`config.mk`:
```
export PLATFORM = sky130hd
export DESIGN_NAME = kp_repeat_irq
export DESIGN_NICKNAME = d
export VERILOG_FILES = /design/src/design/kp_dbtick.v /design/src/design/kp_repeat_irq.v
export VERILOG_INCLUDE_DIRS = /design/src /design/src/design
export SDC_FILE = /design/constraint.sdc
export NUM_CORES = 1
export LEC_CHECK = 0
export BUFFER_PORTS_ARGS = -buffer_cell sky130_fd_sc_hd__buf_2
export CORE_MARGIN = 1.5
export CORE_UTILIZATION = 37
export CTS_BUF_LIST = sky130_fd_sc_hd__clkbuf_16
export DETAILED_ROUTE_END_ITERATION = 8
export PLACE_DENSITY = 0.62
export SYNTH_ARGS = -nofsm -noshare
export SYNTH_HDL_FRONTEND = slang
export SYNTH_SLANG_ARGS = --single-unit
```
`constraint.sdc`:
```
create_clock -name clk_sys_i -period 3 [get_ports clk_sys_i]
set_input_delay 0.6 -clock clk_sys_i [delete_from_list [all_inputs] [get_ports clk_sys_i]]
set_output_delay 0.6 -clock clk_sys_i [all_outputs]
set_load 0.05 [all_outputs]
```
`src/design/kp_defs.vh`:
```
// constants for the key autorepeat and request-cause status block
`ifndef KP_DEFS_VH
`define KP_DEFS_VH

// ***************************************************
// register offsets
// ***************************************************
`define KP_ADDR_W          8
`define KP_OFS_REPEAT_CTL  8'h02
`define KP_OFS_CAUSE_STAT  8'h03

// ***************************************************
// field positions
// ***************************************************
`define KP_RPT_EN_BIT      7
`define KP_RPT_RATE_HI     6
`define KP_RPT_RATE_LO     4
`define KP_RPT_DLY_HI      3
`define KP_RPT_DLY_LO      0
`define KP_ST_PEND_BIT     7
`define KP_ST_ALERT_BIT    6
`define KP_ST_KEY_BIT      5
`define KP_ST_PER_HI       4
`define KP_ST_PER_LO       0

// ***************************************************
// reset values
// ***************************************************
`define KP_RPT_CTL_RST     8'h00
`define KP_PERIOD_RST      5'h00

// ***************************************************
// timing
// ***************************************************
`define KP_CLK_HZ          50000000
`define KP_MS_TICK_US      1000
`define KP_MS_CLKS         ((`KP_MS_TICK_US * (`KP_CLK_HZ / 1000000)))
`define KP_DB_BASE_MS      9
`define KP_DLY_STEP        4'h8
`define KP_RATE_STEP       4'h4

`endif

```
`src/design/kp_dbtick.v`:
```
// debounce-cycle timebase: millisecond divider and cycle-length counter
`timescale 1ns/100ps
`include "kp_defs.vh"
module kp_dbtick #(
  parameter MS_CLKS = `KP_MS_CLKS          // system clocks per millisecond
) (
  // clock and reset
  input  wire       clk_sys_i,
  input  wire       resetn_i,
  // debounce length select, cycle = sel + 9 ms
  input  wire [4:0] db_sel_i,
  // one-cycle pulse at the end of each debounce cycle
  output reg        db_tick_o
);

  reg [19:0] ms_cnt_ff;                    // clocks within one millisecond
  reg [5:0]  db_cnt_ff;                    // milliseconds within one cycle
  wire       ms_end;                       // last clock of a millisecond
  wire [5:0] db_last;                      // last millisecond index

  assign ms_end  = (ms_cnt_ff == MS_CLKS[19:0] - 20'h00001);
  assign db_last = {1'b0, db_sel_i} + 6'h08;   // sel+9 ms, counted from zero

  // ***************************************************
  // millisecond prescaler and cycle counter
  // ***************************************************
  // a change of db_sel_i takes effect at the next cycle end only if the
  // counter is still at or below it; otherwise it runs on to the next wrap
  always @(posedge clk_sys_i) begin
    if (!resetn_i) begin
      ms_cnt_ff <= 20'h00000;
      db_cnt_ff <= 6'h00;
      db_tick_o <= 1'b0;
    end else begin
      db_tick_o <= 1'b0;
      if (ms_end) begin
        ms_cnt_ff <= 20'h00000;
        if (db_cnt_ff == db_last) begin   // cycle complete
          db_cnt_ff <= 6'h00;
          db_tick_o <= 1'b1;
        end else begin
          db_cnt_ff <= db_cnt_ff + 6'h01;
        end
      end else begin
        ms_cnt_ff <= ms_cnt_ff + 20'h00001;
      end
    end
  end

endmodule // kp_dbtick

```
`src/design/kp_repeat_irq.v`:
```
// key autorepeat timing and interrupt-cause status registers
// Operation
// autorepeat delay is 8*(field+1) debounce cycles
// repeat period is 4*(field+1) debounce cycles
// key-only request reads pending=1, key=1, alert=0
// alert-only request reads pending=1, alert=1, key=0
// both causes set all three status bits
// no request reads all three bits zero
// control bit 7 enables or disables autorepeat
// status read-only; read clears alert, FIFO-empty clears key
// request every N cycles if new keys seen
// period zero: pin is GPO, status as N=1
// control register resets to all zeros
`timescale 1ns/100ps
`include "kp_defs.vh"
module kp_repeat_irq #(
  parameter MS_CLKS = `KP_MS_CLKS          // system clocks per millisecond
) (
  // clock and reset
  input  wire       clk_sys_i,
  input  wire       resetn_i,
  // register port from the serial interface
  input  wire [7:0] reg_addr_i,
  input  wire       reg_wr_i,
  input  wire [7:0] reg_wdata_i,
  input  wire       reg_rd_i,
  output reg  [7:0] reg_rdata_o,
  // debounce timebase select
  input  wire [4:0] db_sel_i,
  // key scanner status
  input  wire       key_new_i,
  input  wire       key_held_i,
  input  wire       fifo_empty_i,
  output reg        key_repeat_o,
  // alert input event and its configuration
  input  wire       alert_evt_i,
  input  wire       alert_int_en_i,
  input  wire       alert_now_i,
  // interrupt pin, open drain, and its GPO level
  input  wire       irq_gpo_lvl_i,
  output wire       irq_pin_o,
  output wire       irq_pin_oe_o
);

  // ***************************************************
  // declarations
  // ***************************************************
  localparam [2:0] ST_IDLE  = 3'b001;      // no key being repeated
  localparam [2:0] ST_DELAY = 3'b010;      // waiting out the first delay
  localparam [2:0] ST_RPT   = 3'b100;      // re-reporting at the rate

  reg  [7:0] rpt_ctl_ff;                   // autorepeat control register
  reg  [4:0] period_ff;                    // key-scan request period field
  reg  [2:0] state_ff;                     // autorepeat state
  reg  [2:0] nxt_state;
  reg  [6:0] rpt_cnt_ff;                   // debounce cycles in this state
  reg  [6:0] nxt_rpt_cnt;
  reg        nxt_key_repeat;
  reg  [4:0] per_cnt_ff;                   // debounce cycles in this period
  reg        key_seen_ff;                  // new or repeated key since last period end
  reg        alert_seen_ff;                // alert waiting for period end
  reg        key_pend_ff;                  // key-scan request pending
  reg        alert_pend_ff;                // alert request pending
  reg        fifo_empty_d_ff;              // previous FIFO-empty level
  wire       db_tick;                      // end of a debounce cycle
  wire [4:0] per_eff;                      // period with zero read as one
  wire       per_end;                      // end of a request period
  wire       rpt_en;                       // autorepeat enable bit
  wire       fifo_drained;                 // FIFO just became empty
  wire       stat_rd;                      // status register read
  wire       key_evt;                      // new or repeated key
  wire       alert_in;                     // enabled alert event
  wire       pend;                         // any request pending

  // last count of a delay or rate window: step*(field+1)-1
  function [6:0] kp_win_last;
    input [3:0] field;
    input [3:0] step;
    reg   [7:0] prod;
    begin
      prod        = ({4'h0, field} + 8'h01) * {4'h0, step};
      kp_win_last = prod[6:0] - 7'h01;
    end
  endfunction

  // ***************************************************
  // debounce-cycle timebase
  // ***************************************************
  kp_dbtick #(
    .MS_CLKS (MS_CLKS)
  ) u_dbtick (
    .clk_sys_i (clk_sys_i),
    .resetn_i  (resetn_i),
    .db_sel_i  (db_sel_i),
    .db_tick_o (db_tick)
  );

  assign rpt_en       = rpt_ctl_ff[`KP_RPT_EN_BIT];
  assign fifo_drained = fifo_empty_i & ~fifo_empty_d_ff;
  assign stat_rd      = reg_rd_i & (reg_addr_i == `KP_OFS_CAUSE_STAT);
  assign key_evt      = key_new_i | key_repeat_o;
  assign alert_in     = alert_evt_i & alert_int_en_i;
  assign per_eff      = (period_ff == 5'h00) ? 5'h01 : period_ff;
  assign per_end      = db_tick & (per_cnt_ff == per_eff - 5'h01);
  assign pend         = key_pend_ff | alert_pend_ff;

  // ***************************************************
  // register writes
  // ***************************************************
  // status bits have no storage here, so writes to them simply vanish
  always @(posedge clk_sys_i) begin
    if (!resetn_i) begin
      rpt_ctl_ff <= `KP_RPT_CTL_RST;
      period_ff  <= `KP_PERIOD_RST;
    end else if (reg_wr_i) begin
      if (reg_addr_i == `KP_OFS_REPEAT_CTL) begin
        rpt_ctl_ff <= reg_wdata_i;
      end
      if (reg_addr_i == `KP_OFS_CAUSE_STAT) begin
        period_ff <= reg_wdata_i[`KP_ST_PER_HI:`KP_ST_PER_LO];
      end
    end
  end

  // ***************************************************
  // register read data
  // ***************************************************
  // registered so the answer is stable one cycle after the read strobe
  always @(posedge clk_sys_i) begin
    if (!resetn_i) begin
      reg_rdata_o <= 8'h00;
    end else if (reg_rd_i) begin
      case (reg_addr_i)
        `KP_OFS_REPEAT_CTL: begin
          reg_rdata_o <= rpt_ctl_ff;
        end
        `KP_OFS_CAUSE_STAT: begin

          reg_rdata_o <= {pend, alert_pend_ff, key_pend_ff, period_ff};
        end
        default: begin
          reg_rdata_o <= 8'h00;          // unmapped reads as zero
        end
      endcase
    end
  end

  // ***************************************************
  // autorepeat state machine, next state
  // ***************************************************
  always @* begin
    nxt_state      = state_ff;
    nxt_rpt_cnt    = rpt_cnt_ff;
    nxt_key_repeat = 1'b0;
    case (state_ff)
      ST_IDLE: begin
        if (rpt_en && key_new_i) begin
          nxt_state   = ST_DELAY;
          nxt_rpt_cnt = 7'h00;
        end
      end
      ST_DELAY: begin
        if (!rpt_en || !key_held_i) begin
          nxt_state = ST_IDLE;
        end else if (key_new_i) begin
          nxt_rpt_cnt = 7'h00;           // a fresh press restarts the delay
        end else if (db_tick) begin
          if (rpt_cnt_ff == kp_win_last(rpt_ctl_ff[`KP_RPT_DLY_HI:`KP_RPT_DLY_LO],
                                        `KP_DLY_STEP)) begin
            nxt_state      = ST_RPT;
            nxt_rpt_cnt    = 7'h00;
            nxt_key_repeat = 1'b1;
          end else begin
            nxt_rpt_cnt = rpt_cnt_ff + 7'h01;
          end
        end
      end
      ST_RPT: begin
        if (!rpt_en || !key_held_i) begin
          nxt_state = ST_IDLE;
        end else if (key_new_i) begin
          nxt_state   = ST_DELAY;        // another key takes over
          nxt_rpt_cnt = 7'h00;
        end else if (db_tick) begin
          if (rpt_cnt_ff == kp_win_last({1'b0, rpt_ctl_ff[`KP_RPT_RATE_HI:`KP_RPT_RATE_LO]},
                                        `KP_RATE_STEP)) begin
            nxt_rpt_cnt    = 7'h00;
            nxt_key_repeat = 1'b1;
          end else begin
            nxt_rpt_cnt = rpt_cnt_ff + 7'h01;
          end
        end
      end
      default: begin
        nxt_state   = ST_IDLE;
        nxt_rpt_cnt = 7'h00;
      end
    endcase
  end

  // ***************************************************
  // autorepeat state machine, registers
  // ***************************************************
  always @(posedge clk_sys_i) begin
    if (!resetn_i) begin
      state_ff     <= ST_IDLE;
      rpt_cnt_ff   <= 7'h00;
      key_repeat_o <= 1'b0;
    end else begin
      state_ff     <= nxt_state;
      rpt_cnt_ff   <= nxt_rpt_cnt;
      key_repeat_o <= nxt_key_repeat;
    end
  end

  // ***************************************************
  // request period counter
  // ***************************************************
  // restarts from zero when the period is rewritten equal to or shorter than the count
  always @(posedge clk_sys_i) begin
    if (!resetn_i) begin
      per_cnt_ff <= 5'h00;
    end else if (per_end || (per_cnt_ff >= per_eff)) begin
      per_cnt_ff <= 5'h00;
    end else if (db_tick) begin
      per_cnt_ff <= per_cnt_ff + 5'h01;
    end
  end

  // ***************************************************
  // cause flags, set wins over clear except in key_seen_ff, where the period end wins
  // ***************************************************
  always @(posedge clk_sys_i) begin
    if (!resetn_i) begin
      key_seen_ff     <= 1'b0;
      alert_seen_ff   <= 1'b0;
      key_pend_ff     <= 1'b0;
      alert_pend_ff   <= 1'b0;
      fifo_empty_d_ff <= 1'b1;
    end else begin
      fifo_empty_d_ff <= fifo_empty_i;
      // new and repeated keys gathered until the period ends; a key in the end cycle
      // is taken by that request directly, so it must not count twice
      if (per_end) begin
        key_seen_ff <= 1'b0;
      end else if (key_evt) begin
        key_seen_ff <= 1'b1;
      end
      // deferred alerts wait for the same period end
      if (alert_in && !alert_now_i) begin
        alert_seen_ff <= 1'b1;
      end else if (per_end) begin
        alert_seen_ff <= 1'b0;
      end
      // key-scan request: only a drained FIFO clears it
      if (per_end && (key_seen_ff || key_evt)) begin
        key_pend_ff <= 1'b1;
      end else if (fifo_drained) begin
        key_pend_ff <= 1'b0;
      end
      // alert request: a status read clears it
      if ((alert_in && alert_now_i) || (per_end && alert_seen_ff)) begin
        alert_pend_ff <= 1'b1;
      end else if (stat_rd) begin
        alert_pend_ff <= 1'b0;
      end
    end
  end

  // ***************************************************
  // interrupt pin
  // ***************************************************
  // active-low open drain: oe high pulls the pin low, pin_o is always 0
  assign irq_pin_o    = 1'b0;
  assign irq_pin_oe_o = (period_ff == 5'h00) ? ~irq_gpo_lvl_i : pend;

endmodule // kp_repeat_irq

```
### Word-level counts from Yosys, hierarchy flattened

Cells that the tools add are included.
Widths: inputs -> output; s select.

* output and inout port bits: 11
* register bits after elaboration: 69
* input bits: 32

* multiplexer cells: 38
* bitwise operators: 9
* eq/ne operators: 19
* add/sub/neg operators: 10
* order comparisons: 1
* reductions and logical operators: 24

Operators by type and width (number)
* $mux 7: 9
* $mux 3: 7
* $pmux 7 s3: 1
* $add 20x1->20 const B: 1
* $eq 20x16->1 const B: 1
* $eq 8x2->1 const B: 2
* $mux 1: 16
* $pmux 8 s2: 1
* $eq 7x7->1: 2
* $reduce_and 5->1: 2
* $ne 3x2->1 const B: 3
* $ne 3x3->1 const B: 3
* $pmux 3 s3: 1
* $add 7x1->7 const B: 1
* $sub 6x1->7 const B: 1
* $sub 7x1->7 const B: 1
* $add 5x4->6 const B: 1
* $add 6x1->6 const B: 1
* $eq 6x6->1: 1
* $mux 6: 1
* $ne 2x2->1 const B: 3
* $reduce_and 2->1: 3
* $reduce_bool 2->1: 3
* $reduce_or 2->1: 3
* other kinds (18): 33

### Logic depth before layout (Yosys ltp)

Gate-level depths: netlist of run 1.

* depth in word-level cells: 8
* mapped depth: 12

### By module

Synthesis of run 1 repeated with hierarchy kept, for this count alone.

* cell total of the unflattened synthesis: 455
* area total of the unflattened synthesis: 3935.0 µm²

Modules (own cells, without submodules)
* kp_repeat_irq: cells each 297, area each 2591.2 µm², sequential area each 840.8 µm², instances 1
* kp_dbtick: cells each 158, area each 1343.8 µm², sequential area each 540.5 µm², instances 1

### Least setup slack after synthesis of run 1

No wires, ideal clock.

* kind: reg-to-reg
* start point: reg period_ff[0]
* end point: reg per_cnt_ff[0]
* buffers on the path: 0
* period minus slack after synthesis: 2.408 ns
* stages on the path, launching flop included: 13
* setup slack: 0.592 ns
* data arrival time: 2.291 ns
* setup time: 0.117 ns
* cell sequence: dfxtp_1 or4_1 nor2_1 nor2_1 ha_1 xor2_1 xnor2_1 nand4b_1 nor3_1 nand2b_1 nor2_1 nand2_1 nor2_1

* longest elaborated chain between the ends: 7
* elaborated cells between the ends (all ways): 8
* classes of those cells: add/sub: 1; order compare: 1; eq/ne: 1; mux: 1; bitwise: 1; reduce/logical: 3

Ends and longest elaborated chain
* from (decl): RTL line kp_repeat_irq.v:53 `reg [4:0] period_ff;`
* from (signal assigned): RTL line kp_repeat_irq.v:114 `` period_ff <= `KP_PERIOD_RST; ``
* from (signal assigned): RTL line kp_repeat_irq.v:120 `` period_ff <= reg_wdata_i[`KP_ST_PER_HI:`KP_ST_PER_LO]; ``
* $logic_not 5->1: RTL line kp_repeat_irq.v:103 `assign per_eff = (period_ff == 5'h00) ? 5'h01 : period_ff;`
* $mux 5 *: RTL line kp_repeat_irq.v:103
* $sub 5x1->5: RTL line kp_repeat_irq.v:104 `assign per_end = db_tick & (per_cnt_ff == per_eff - 5'h01);`
* $eq 5x5->1: RTL line kp_repeat_irq.v:104
* $and 1x1->1: RTL line kp_repeat_irq.v:104
* $logic_or 1x1->1 *: RTL line kp_repeat_irq.v:223 `end else if (per_end || (per_cnt_ff >= per_eff)) begin`
* $reduce_or 2->1 (no line) *
* to (signal assigned): RTL line kp_repeat_irq.v:226 `per_cnt_ff <= per_cnt_ff + 5'h01;`
* to (decl): RTL line kp_repeat_irq.v:59 `reg [4:0] per_cnt_ff;`

Every way passes the cells marked *; elsewhere a longest branch is shown, timed or not.
A chain may end at the register's enable or synchronous reset.

### Worst setup path in the final report of run 1

* start point: reg period_ff[0]
* end point: reg per_cnt_ff[4]

Same word-level chain as after synthesis.

==> out/results.tsv, run 1 <==
stage	metric	value	unit
cts	Setup Fix Bufs, Post-CTS	0	
synth	Seq cells post-synth	69	
timing	endpoints failing setup	0	
timing	Max Clk Rate	398	MHz
setup_path	critical path required time	3210	ps
placement	worst slack at placement	500	ps
cts	clk_lat worst skew	320	ps
synth	adder-cell share of the synthesized area	0.0510	
setup_path	slowest CP cell	or4_1	
cts	Inserted Clock Buffers	9	
setup_path	Critical Path Max Stage Delay	520	ps
setup_path	worst path arrival time	2720	ps
floorplan	Die X	103	um
finish	Finished Cell Area	0.00428	mm^2
timing	setup TNS	0	ps
synth	largest family of logic cells by synthesized area	simple AND/OR/NAND/NOR gates	
finish	Fillers	994	
placement	Placed Area	0.00401	mm^2
global_route	gr busiest metal	met2	
floorplan	die area	0.0106	mm^2
timing	Max-Slew Margin vs Limit	0.336	
synth	XOR/XNOR Fraction of Synth Area	0.121	
flow_run	MaxCap Viol Count	0	
routing	Routed WL per cell	12.4	um
synth	Synth Area in Compound Gates	0.0853	
timing	Final Critical Period	2510	ps
finish	share of post-route cells with drive strength above 1	0.134	
setup_path	CP Buf/Inv Count	0	
timing	Slew @ Worst Pin	996	ps
floorplan	starting density of the core	0.378	
synth	sequential fraction of the synthesis area	0.375	
timing	RSZ-0062 raised after global routing	no	
outcome	status	completed	
cts	Post-CTS Resized	0	
setup_path	CP max FO	5	
timing	Tcrit/Tclk final	0.838	
cts	clock sinks	69	
pwr	Pwr Density	464	mW/mm^2
synth	synth unique cells	49	
synth	Synth top cells by count	71 x nor2_1, 69 x dfxtp_1, 27 x nand2_1, 27 x xor2_1	
timing	Final Hold Fails	0	
global_route	vias in the first global route	2831	
global_route	global route overflow	0	
cts	H-tree levels	3	
cts	Root Driver	clkbuf_16	
floorplan	row cnt	36	
cts	CTS Hold Buffers Added	0	
min_path	Hold WC Path Type	flop to flop	
placement	Final GP Congestion	0.905	
floorplan	I/O pin cnt	43	
global_route	GR Util met3	0.0312	
placement	detailed placement HPWL	5720	um
pwr	VDD IR-drop max	0.207	mV
cts	clock slew at reported path FFs	50	ps
global_route	first-pass GRT wire length	12800	um
synth	Post-Syn Instances	432	
routing	first-pass detailed-route iteration total	4	
timing	setup slack after layout	487	ps
finish	area growth from synthesis to layout	16.3	%
synth	count leader, synth	nor2_1	
pwr	Pleak	0.00180	uW
pwr	Power Total	1980	uW
routing	Via density	5.01	
global_route	grt met1 use	0.187	
synth	ys async rst share	0	
synth	YS warnings	0	
setup_path	most frequent CP cell	nor2_1	
synth	mux cell area share after synthesis	0.0598	
global_route	Global Route met2 Usage	0.264	
routing	drt initial violations	88	
setup_path	kind of critical path	flop to flop	
synth	syn_nets	479	
global_route	total track usage	0.153	
synth	number of flops mapped to enable cells by yosys	0	
global_route	pin count of the biggest net entering global routing	32	
global_route	initial antenna violation count	0	
placement	port bufs	41	
routing	Residual DRC	0	
finish	diodes inserted	0	
setup_path	CP cell instances	or4_1 > nor2_1 > nor2_1 > ha_1 > xor2_1 > xnor2_1 > nand4b_1 > nor3_1 > nand2b_1 > nor2_1 > nand2_1 > nor2_1	
routing	Via Count	3050	
cts	CTS Buffer Depth	2	
timing	Slew Limit Fails	0	
floorplan	Core ar.	0.00973	mm^2
finish	Layout Nets	520	
synth	Yosys top cell area share	0.375	
routing	DRT Wirelength	7580	um
setup_path	CP Launch Type	flop	
synth	post-synthesis simple-gate area fraction	0.275	
timing	Setup Skew	2.20	ps
setup_path	Crit path max-delay family	simple AND/OR/NAND/NOR gates	
synth	Mean Syn Cell Area	8.52	um^2
synth	Syn Std Cell Area	0.00368	mm^2
synth	cell taking the most area after synthesis	dfxtp_1	
floorplan	Chip Height	103	um
setup_path	CP endpoint kind	flop	
routing	post-route ant nets	0	
synth	most used flip-flop cell after synthesis	dfxtp_1	
synth	top post-synthesis cells by area	dfxtp_1 38%, nor2_1 7.2%, xor2_1 6.4%	
cts	TritonCTS clock tree	done	
==> logic make-up after synthesis <==
family	Yosys count
AND/OR/NAND/NOR	195
flip-flops	69
AO/OA/AOI/OAI	52
XOR/XNOR	51
buffers and inverters	27
multiplexers	22
adder cells (fa/ha/maj)	15
other	1
==> placed cells by master (no fill, tap or decap), drive strengths merged, types with 2 or more instances in the layout <==
| cell type | Yosys | layout |
|---|---|---|
| nor3 | 11 | 11 |
| and3 | 7 | 7 |
| mux2i | 22 | 22 |
| and4 | 2 | 2 |
| ha | 15 | 15 |
| xnor2 | 24 | 24 |
| nor2b | 5 | 5 |
| xor2 | 27 | 27 |
| nor2 | 71 | 71 |
| or4 | 3 | 3 |
| clkbuf | 9 | 9 |
| clkinv | 0 | 2 |
| nand3 | 26 | 26 |
| nand2 | 29 | 29 |
| and2 | 2 | 2 |
| nor4 | 6 | 6 |
| nand3b | 5 | 5 |
| a21oi | 24 | 24 |
| o21a | 2 | 2 |
| nand4b | 2 | 2 |
| buf | 4 | 43 |
| dfxtp | 69 | 69 |
| nand2b | 9 | 9 |
| a21o | 2 | 2 |
| nor3b | 3 | 3 |
| or3 | 4 | 4 |
| a31oi | 7 | 7 |
| o21ai | 9 | 9 |
| inv | 14 | 16 |
| nand4 | 9 | 9 |
==> routing by layer <==
layer / part of all wire / up-vias
met2: 0.48 / 44
met1: 0.48 / 1427
met3: 0.026 / 11
met4: 0.017 / 0
met5: 0 / -
li1: - / 1568
==> state kept, by name, summed over array words and instances (netlist names) <==
register	flops
u_dbtick.ms_cnt_ff	20
reg_rdata_o	8
rpt_ctl_ff	8
rpt_cnt_ff	7
u_dbtick.db_cnt_ff	6
per_cnt_ff	5
period_ff	5
state_ff	3
alert_pend_ff	1
alert_seen_ff	1
fifo_empty_d_ff	1
key_pend_ff	1
key_repeat_o	1
key_seen_ff	1
u_dbtick.db_tick_o	1
==> final cells by class <==
type                            instances  area [um^2]  area share
Inverter                               14         52.6      0.0123
Clock inverter                          5         46.3      0.0108
Multi-Input combinational cell        336         2190       0.511
Clock buffer                            9          225      0.0526
Timing Repair Buffer                   43          220      0.0515
Tap cell                              133          166      0.0389
Sequential cell                        69         1380       0.323
==> stage by stage <==
stage	cells	hold WS (ps)	utilization
after CTS	609	470	0.440
after detailed placement	595	455	0.412
after global placement	595	439	0.412
final	609	463	0.440
after floorplan	432	417	-
after global routing	609	495	0.440
==> power by group <==
part	total [uW]	switching, uW	leakage (uW)	internal [uW]
logic	82.0	49.3	0.00110	32.7
registers	929	4.67	0.000557	924
clock network	972	350	0.000141	623
total	1980	404	0.00180	1580
==> path summary, 6_finish.rpt <==
check | start | endpoint | slack (ps) | cells past startpoint
worst min-delay path | u_dbtick.ms_cnt_ff[0] | u_dbtick.ms_cnt_ff[0] | 460 | 1
worst min register to register | u_dbtick.ms_cnt_ff[0] | u_dbtick.ms_cnt_ff[0] | 460 | 1
worst max-delay path | period_ff[0] | per_cnt_ff[4] | 490 | 12
worst max register to register | period_ff[0] | per_cnt_ff[4] | 490 | 12
(Power assumes the default switching activity.)
==> run 2: changes to the inputs <==
Settings changed: ABC_AREA set to 1, PLACE_DENSITY 0.62 to 0.64.
Clock period 3 ns to 2.3 ns, I/O delays scaled along.
==> out/results.tsv, run 2 <==
stage	metric	value	unit	change
outcome	status	completed		
finish	final cell count without fillers	755		+24%
cts	Inserted Clock Buffers	9		unchanged
finish	Finished Cell Area	0.00462	mm^2	+7.9%
finish	share of post-route cells with drive strength above 1	0.157		+0.0223
synth	count leader, synth	nand2_1		
global_route	initial antenna violation count	0		unchanged
setup_path	CP Launch Type	flop		
placement	Placed Area	0.00430	mm^2	+7.3%
synth	most used flip-flop cell after synthesis	dfxtp_1		
timing	Max Clk Rate	488	MHz	+23%
placement	detailed placement HPWL	6850	um	+20%
finish	most flop-heavy register	u_dbtick.ms_cnt_ff		
global_route	first-pass GRT wire length	14900	um	+16%
global_route	pin count of the biggest net entering global routing	25		-22%
setup_path	slowest CP cell	dfxtp_1		
cts	H-tree levels	3		unchanged
floorplan	Core ar.	0.0104	mm^2	+6.6%
floorplan	starting density of the core	0.383		+0.00439
synth	YS warnings	0		unchanged
floorplan	die area	0.0114	mm^2	+7.6%
finish	area growth from synthesis to layout	16.3	%	about the same
timing	endpoints failing setup	0		unchanged
timing	RSZ-0062 raised after global routing	no		
routing	first-pass detailed-route iteration total	5		+1
setup_path	Crit path max-delay family	compound AO/OA/AOI/OAI gates		
synth	number of flops mapped to enable cells by yosys	0		unchanged
floorplan	Die X	107	um	+3.7%
routing	Via density	4.86		-2.9%
synth	Seq cells post-synth	69		unchanged
pwr	Pleak	0.00202	uW	+12%
routing	Via Count	3670		+20%
synth	Yosys top cell area share	0.348		-0.0272
pwr	Pwr Density	601	mW/mm^2	+30%
setup_path	CP max FO	5		unchanged
global_route	vias in the first global route	3343		+18%
setup_path	Critical Path Max Stage Delay	430	ps	-90 ps
finish	Fillers	1099		+11%
pwr	Power Total	2780	uW	+40%
timing	Setup Skew	7.43	ps	+5.24 ps
timing	Slew Limit Fails	0		unchanged
synth	sequential fraction of the synthesis area	0.348		-0.0272
routing	Residual DRC	0		unchanged
setup_path	critical path required time	2570	ps	-640 ps
routing	DRT Wirelength	8930	um	+18%
finish	commonest cells after routing, fill and taps aside	116 x nand2_1, 82 x inv_1, 69 x dfxtp_1		
setup_path	Reg-to-Reg Start	period_ff[4]		
setup_path	CP Buf/Inv Count	2		+2
synth	Syn Std Cell Area	0.00397	mm^2	+7.8%
timing	Final Hold Fails	0		unchanged
min_path	worst hold start	fifo_empty_i		
synth	Mean Syn Cell Area	6.96	um^2	-18%
cts	clock slew at reported path FFs	60	ps	about the same
setup_path	CP cell instances	inv_1 > nand3_1 > nand2_1 > ha_1 > inv_1 > a21boi_0 > o21a_1 > o21ai_0 > nand2_1 > a21oi_1 > nand3_2 > a21oi_1		
floorplan	Chip Height	107	um	+3.7%
setup_path	CP endpoint kind	flop		
setup_path	worst path arrival time	2320	ps	-400 ps
routing	Routed WL per cell	11.8	um	-5.0%
timing	Max-Slew Margin vs Limit	0.464		+0.128
setup_path	kind of critical path	flop to flop		
timing	setup TNS	0	ps	unchanged
synth	synth unique cells	47		-4.1%
routing	post-route ant nets	0		unchanged
pwr	VDD IR-drop max	0.358	mV	+73%
synth	cell taking the most area after synthesis	dfxtp_1		
timing	Tcrit/Tclk final	0.890		+0.0527
placement	Final GP Congestion	0.826		-8.7%
synth	syn_nets	617		+29%
synth	top post-synthesis cells by area	dfxtp_1 35%, nand2_1 11%, inv_1 7.8%		
synth	Post-Syn Instances	570		+32%
cts	Root Driver	clkbuf_16		
floorplan	I/O pin cnt	43		unchanged
placement	placed cell count	738		+24%
flow_run	MaxCap Viol Count	0		unchanged
global_route	total track usage	0.165		+0.0118
finish	diodes inserted	0		unchanged
floorplan	row cnt	37		+2.8%
cts	TritonCTS clock tree	done		
min_path	Hold WC Path Type	input pin to flop		
synth	Synth top cells by count	116 x nand2_1, 82 x inv_1, 69 x dfxtp_1		
finish	largest registers	u_dbtick.ms_cnt_ff: 20 flops, reg_rdata_o: 8 flops, rpt_ctl_ff: 8 flops		
cts	clock sinks	69		unchanged
finish	Layout Nets	661		+27%
global_route	global route overflow	0		unchanged
finish	max FFs per register	20		unchanged
routing	drt initial violations	148		+68%
cts	CTS Buffer Depth	2		unchanged
timing	Final Critical Period	2050	ps	-465 ps
setup_path	Crit. Startpoint	period_ff[4]		
finish	most common cell after layout, fill and taps aside	nand2_1		
timing	Slew @ Worst Pin	803	ps	-192 ps
placement	port bufs	41		unchanged
synth	ys async rst share	0		unchanged
cts	clk_lat worst skew	330	ps	about the same
run 2: cell types whose count changed after synthesis, sizes merged, moves of 6 or more:
| cell | change |
|---|---|
| mux2i | -22 |
| a21oi | +20 |
| inv | +77 |
| o21ai | +13 |
| nand2b | -9 |
| nor3 | +8 |
| nand2 | +90 |
| nor2 | -8 |
| xor2 | -12 |
| xnor2 | -16 |
| nand3 | +18 |
| or2 | +6 |
run 2: metal layers:
metal / wire length [um] / global-route usage
met1: 4190 / 0.198
met2: 4250 / 0.282
met3: 366 / 0.0356
met4: 117 / 0.0724
met5: 0 / 0
run 2: power breakdown:
part,internal (uW),switching [uW]
clock network,855,573
logic,47.5,87.1
registers,1210,6.91
total,2110,667
run 2: through the flow:
step | hold slack, ps | util | setup slack (ps)
2_1_floorplan | 429 | - | 83.0
3_3_place_gp | 439 | 0.414 | 263
3_5_place_dp | 457 | 0.414 | 185
4_1_cts | 303 | 0.444 | 180
5_1_grt | 311 | 0.445 | 14.7
6_report | 310 | 0.445 | 252
run 2: repair_timing:
action                                  4_1_cts  5_1_grt
endpoints found under the setup margin        0        8
setup buffers                                 0        1
hold buffers                                  0        0
gates resized for setup                       0        1
run 2: area by class of cell:
| cell class | count | area, um^2 | share of cell area |
|---|---|---|---|
| clock inverter | 7 | 80.1 | 0.0173 |
| clock buffer | 9 | 225 | 0.0488 |
| tap | 136 | 170 | 0.0369 |
| multi-input combinational | 396 | 2170 | 0.471 |
| inverter | 93 | 350 | 0.0759 |
| sequential | 69 | 1380 | 0.299 |
| timing repair buffer | 45 | 235 | 0.0510 |
run 2: worst min-delay path, cell delays in order:
cell and delay [ps]:
buf_2 70, inv_1 40, nand2_1 40
run 2: final timing paths:
kind / to / slack [ps] / depth (start not counted)
hold reg to reg: u_dbtick.ms_cnt_ff[0] / 460 / 1
hold / removal: fifo_empty_d_ff / 310 / 3
setup reg to reg: per_cnt_ff[1] / 250 / 12
setup / recovery: per_cnt_ff[1] / 250 / 12
run 2: logic make-up (layout without fill, tap and decap cells):
kind of cell	after synthesis	after routing	share of synthesized area
compound gates	79	79	0.109
xor+xnor	23	23	0.0508
fa+ha+maj	15	15	0.0473
buf+inv	105	154	0.105
flops	69	69	0.348
other cells	1	1	0.000945
simple gates	278	278	0.338
==> run 3: changes to the inputs <==
Settings changed: CORE_MARGIN 1.5 to 5, SLEW_MARGIN set to 20.
==> out/results.tsv, run 3 (synthesis results as in run 2) <==
stage	metric	value	unit	change
timing	Slew Limit Fails	0		unchanged
finish	final cell count without fillers	756		+0.13%
cts	CTS Buffer Depth	2		unchanged
placement	Placed Area	0.00431	mm^2	+0.17%
routing	DRT Wirelength	9310	um	+4.3%
global_route	total track usage	0.149		-0.0159
routing	first-pass detailed-route iteration total	4		-1
global_route	pin count of the biggest net entering global routing	25		unchanged
routing	met3 WL	479	um	+31%
floorplan	Core ar.	0.0104	mm^2	unchanged
placement	port bufs	41		unchanged
timing	Final Critical Period	2080	ps	+35.8 ps
floorplan	die area	0.0129	mm^2	+14%
timing	endpoints failing setup	0		unchanged
finish	commonest cells after routing, fill and taps aside	116 x nand2_1, 82 x inv_1, 69 x dfxtp_1		
finish	diodes inserted	0		unchanged
floorplan	row cnt	37		unchanged
placement	placed cell count	739		+0.14%
cts	Inserted Clock Buffers	9		unchanged
routing	Top Metal Used	met4		
setup_path	kind of critical path	flop to flop		
finish	max FFs per register	20		unchanged
finish	Fillers	1058		-3.7%
finish	most common cell after layout, fill and taps aside	nand2_1		
finish	largest registers	u_dbtick.ms_cnt_ff: 20 flops, reg_rdata_o: 8 flops, rpt_ctl_ff: 8 flops		
global_route	initial antenna violation count	0		unchanged
setup_path	worst path arrival time	2340	ps	+20 ps
finish	Util after Layout	0.447		+0.00193
timing	Setup Skew	8.58	ps	+1.15 ps
floorplan	Die X	114	um	+6.6%
routing	Residual DRC	0		unchanged
pwr	Pwr Density	597	mW/mm^2	-0.78%
pwr	Pleak	0.00204	uW	+1.3%
finish	area growth from synthesis to layout	16.8	%	
setup_path	CP endpoint kind	flop		
cts	clock sinks	69		unchanged
setup_path	critical path required time	2560	ps	about the same
finish	Layout Nets	662		+0.15%
global_route	vias in the first global route	3599		+7.7%
setup_path	CP Launch Type	flop		
timing	Max Clk Rate	480	MHz	-1.7%
pwr	VDD IR-drop max	0.284	mV	-21%
routing	Via Count	3737		+1.8%
global_route	global route overflow	0		unchanged
setup_path	CP max FO	4		-1
routing	Via density	4.94		+1.7%
placement	Final GP Congestion	0.874		+5.8%
min_path	worst hold start	fifo_empty_i		
min_path	Hold WC Path Type	input pin to flop		
timing	setup TNS	0	ps	unchanged
timing	Slew @ Worst Pin	809	ps	+5.44 ps
finish	most flop-heavy register	u_dbtick.ms_cnt_ff		
cts	H-tree levels	3		unchanged
floorplan	Chip Height	114	um	+6.6%
setup_path	Reg-to-Reg Start	period_ff[1]		
routing	M1 WL	4220	um	+0.67%
cts	Root Driver	clkbuf_16		
cts	clk_lat worst skew	330	ps	about the same
global_route	first-pass GRT wire length	15700	um	+5.8%
timing	Tcrit/Tclk final	0.906		+0.0156
routing	Routed WL per cell	12.3	um	+4.2%
routing	Met2 Routed Length	4320	um	+1.5%
finish	Finished Cell Area	0.00464	mm^2	+0.43%
routing	drt initial violations	153		+3.4%
timing	Final Hold Fails	0		unchanged
floorplan	I/O pin cnt	43		unchanged
finish	share of post-route cells with drive strength above 1	0.160		+0.00297
outcome	status	completed		
placement	detailed placement HPWL	7120	um	+3.9%
cts	clock slew at reported path FFs	60	ps	about the same
flow_run	MaxCap Viol Count	0		unchanged
setup_path	Crit. Startpoint	period_ff[1]		
routing	post-route ant nets	0		unchanged
timing	Max-Slew Margin vs Limit	0.460		-0.00363
floorplan	starting density of the core	0.383		unchanged
cts	TritonCTS clock tree	done		
[run 3: timing repair]
item,4_1_cts,5_1_grt
resized for setup,0,3
setup endpoints to repair,0,9
hold endpoints to repair,0,0
hold buffers,0,0
buffers inserted,0,1
[run 3: area by class of cell]
class | instances | area (um^2) | share of cell area
tap | 136 | 170 | 0.0367
inverter | 93 | 350 | 0.0756
multi-input combinational | 396 | 2180 | 0.471
clock inverter | 7 | 81.3 | 0.0175
timing repair buffer | 46 | 243 | 0.0524
sequential | 69 | 1380 | 0.298
clock buffer | 9 | 225 | 0.0486
[run 3: worst max-delay path: stages, from the launching register on]
cell     delay (ps)
dfxtp_1         350
nor3_4          240
nand3_2         110
nand2_1         100
inv_1            50
ha_1            290
nand2_1          80
nor3b_2         180
nand4_1         140
nor3_2          140
nand2_2         100
inv_2            60
nand2_1          50
a21oi_1         130
[run 3: where the power goes]
part	internal (uW)	switching (uW)
combinational	47.6	87.2
clock	856	562
sequential	1210	6.85
total	2110	656
[run 3: layer usage]
metal	global-route usage	vias up
li1	-	1923
met1	0.179	1709
met2	0.246	86
met3	0.0430	19
met4	0.0673	0
met5	0	-
[run 3: path summary, 6_finish.rpt]
kind	cells after the start	slack (ps)	to
worst max-delay path	13	220	alert_pend_ff
worst min-delay path	3	310	fifo_empty_d_ff
worst max register to register	13	220	alert_pend_ff
worst min register to register	1	460	u_dbtick.ms_cnt_ff[0]
[run 3: metrics by stage]
step / total power (uW) / worst slack (ps) / hold WS [ps]
floorplan: 1320 / 83.0 / 429
finish: 2770 / 216 / 314
global placement: 1370 / 267 / 440
global route: 2880 / -38.5 / 327
detailed placement: 1370 / 159 / 455
CTS: 2810 / 131 / 299
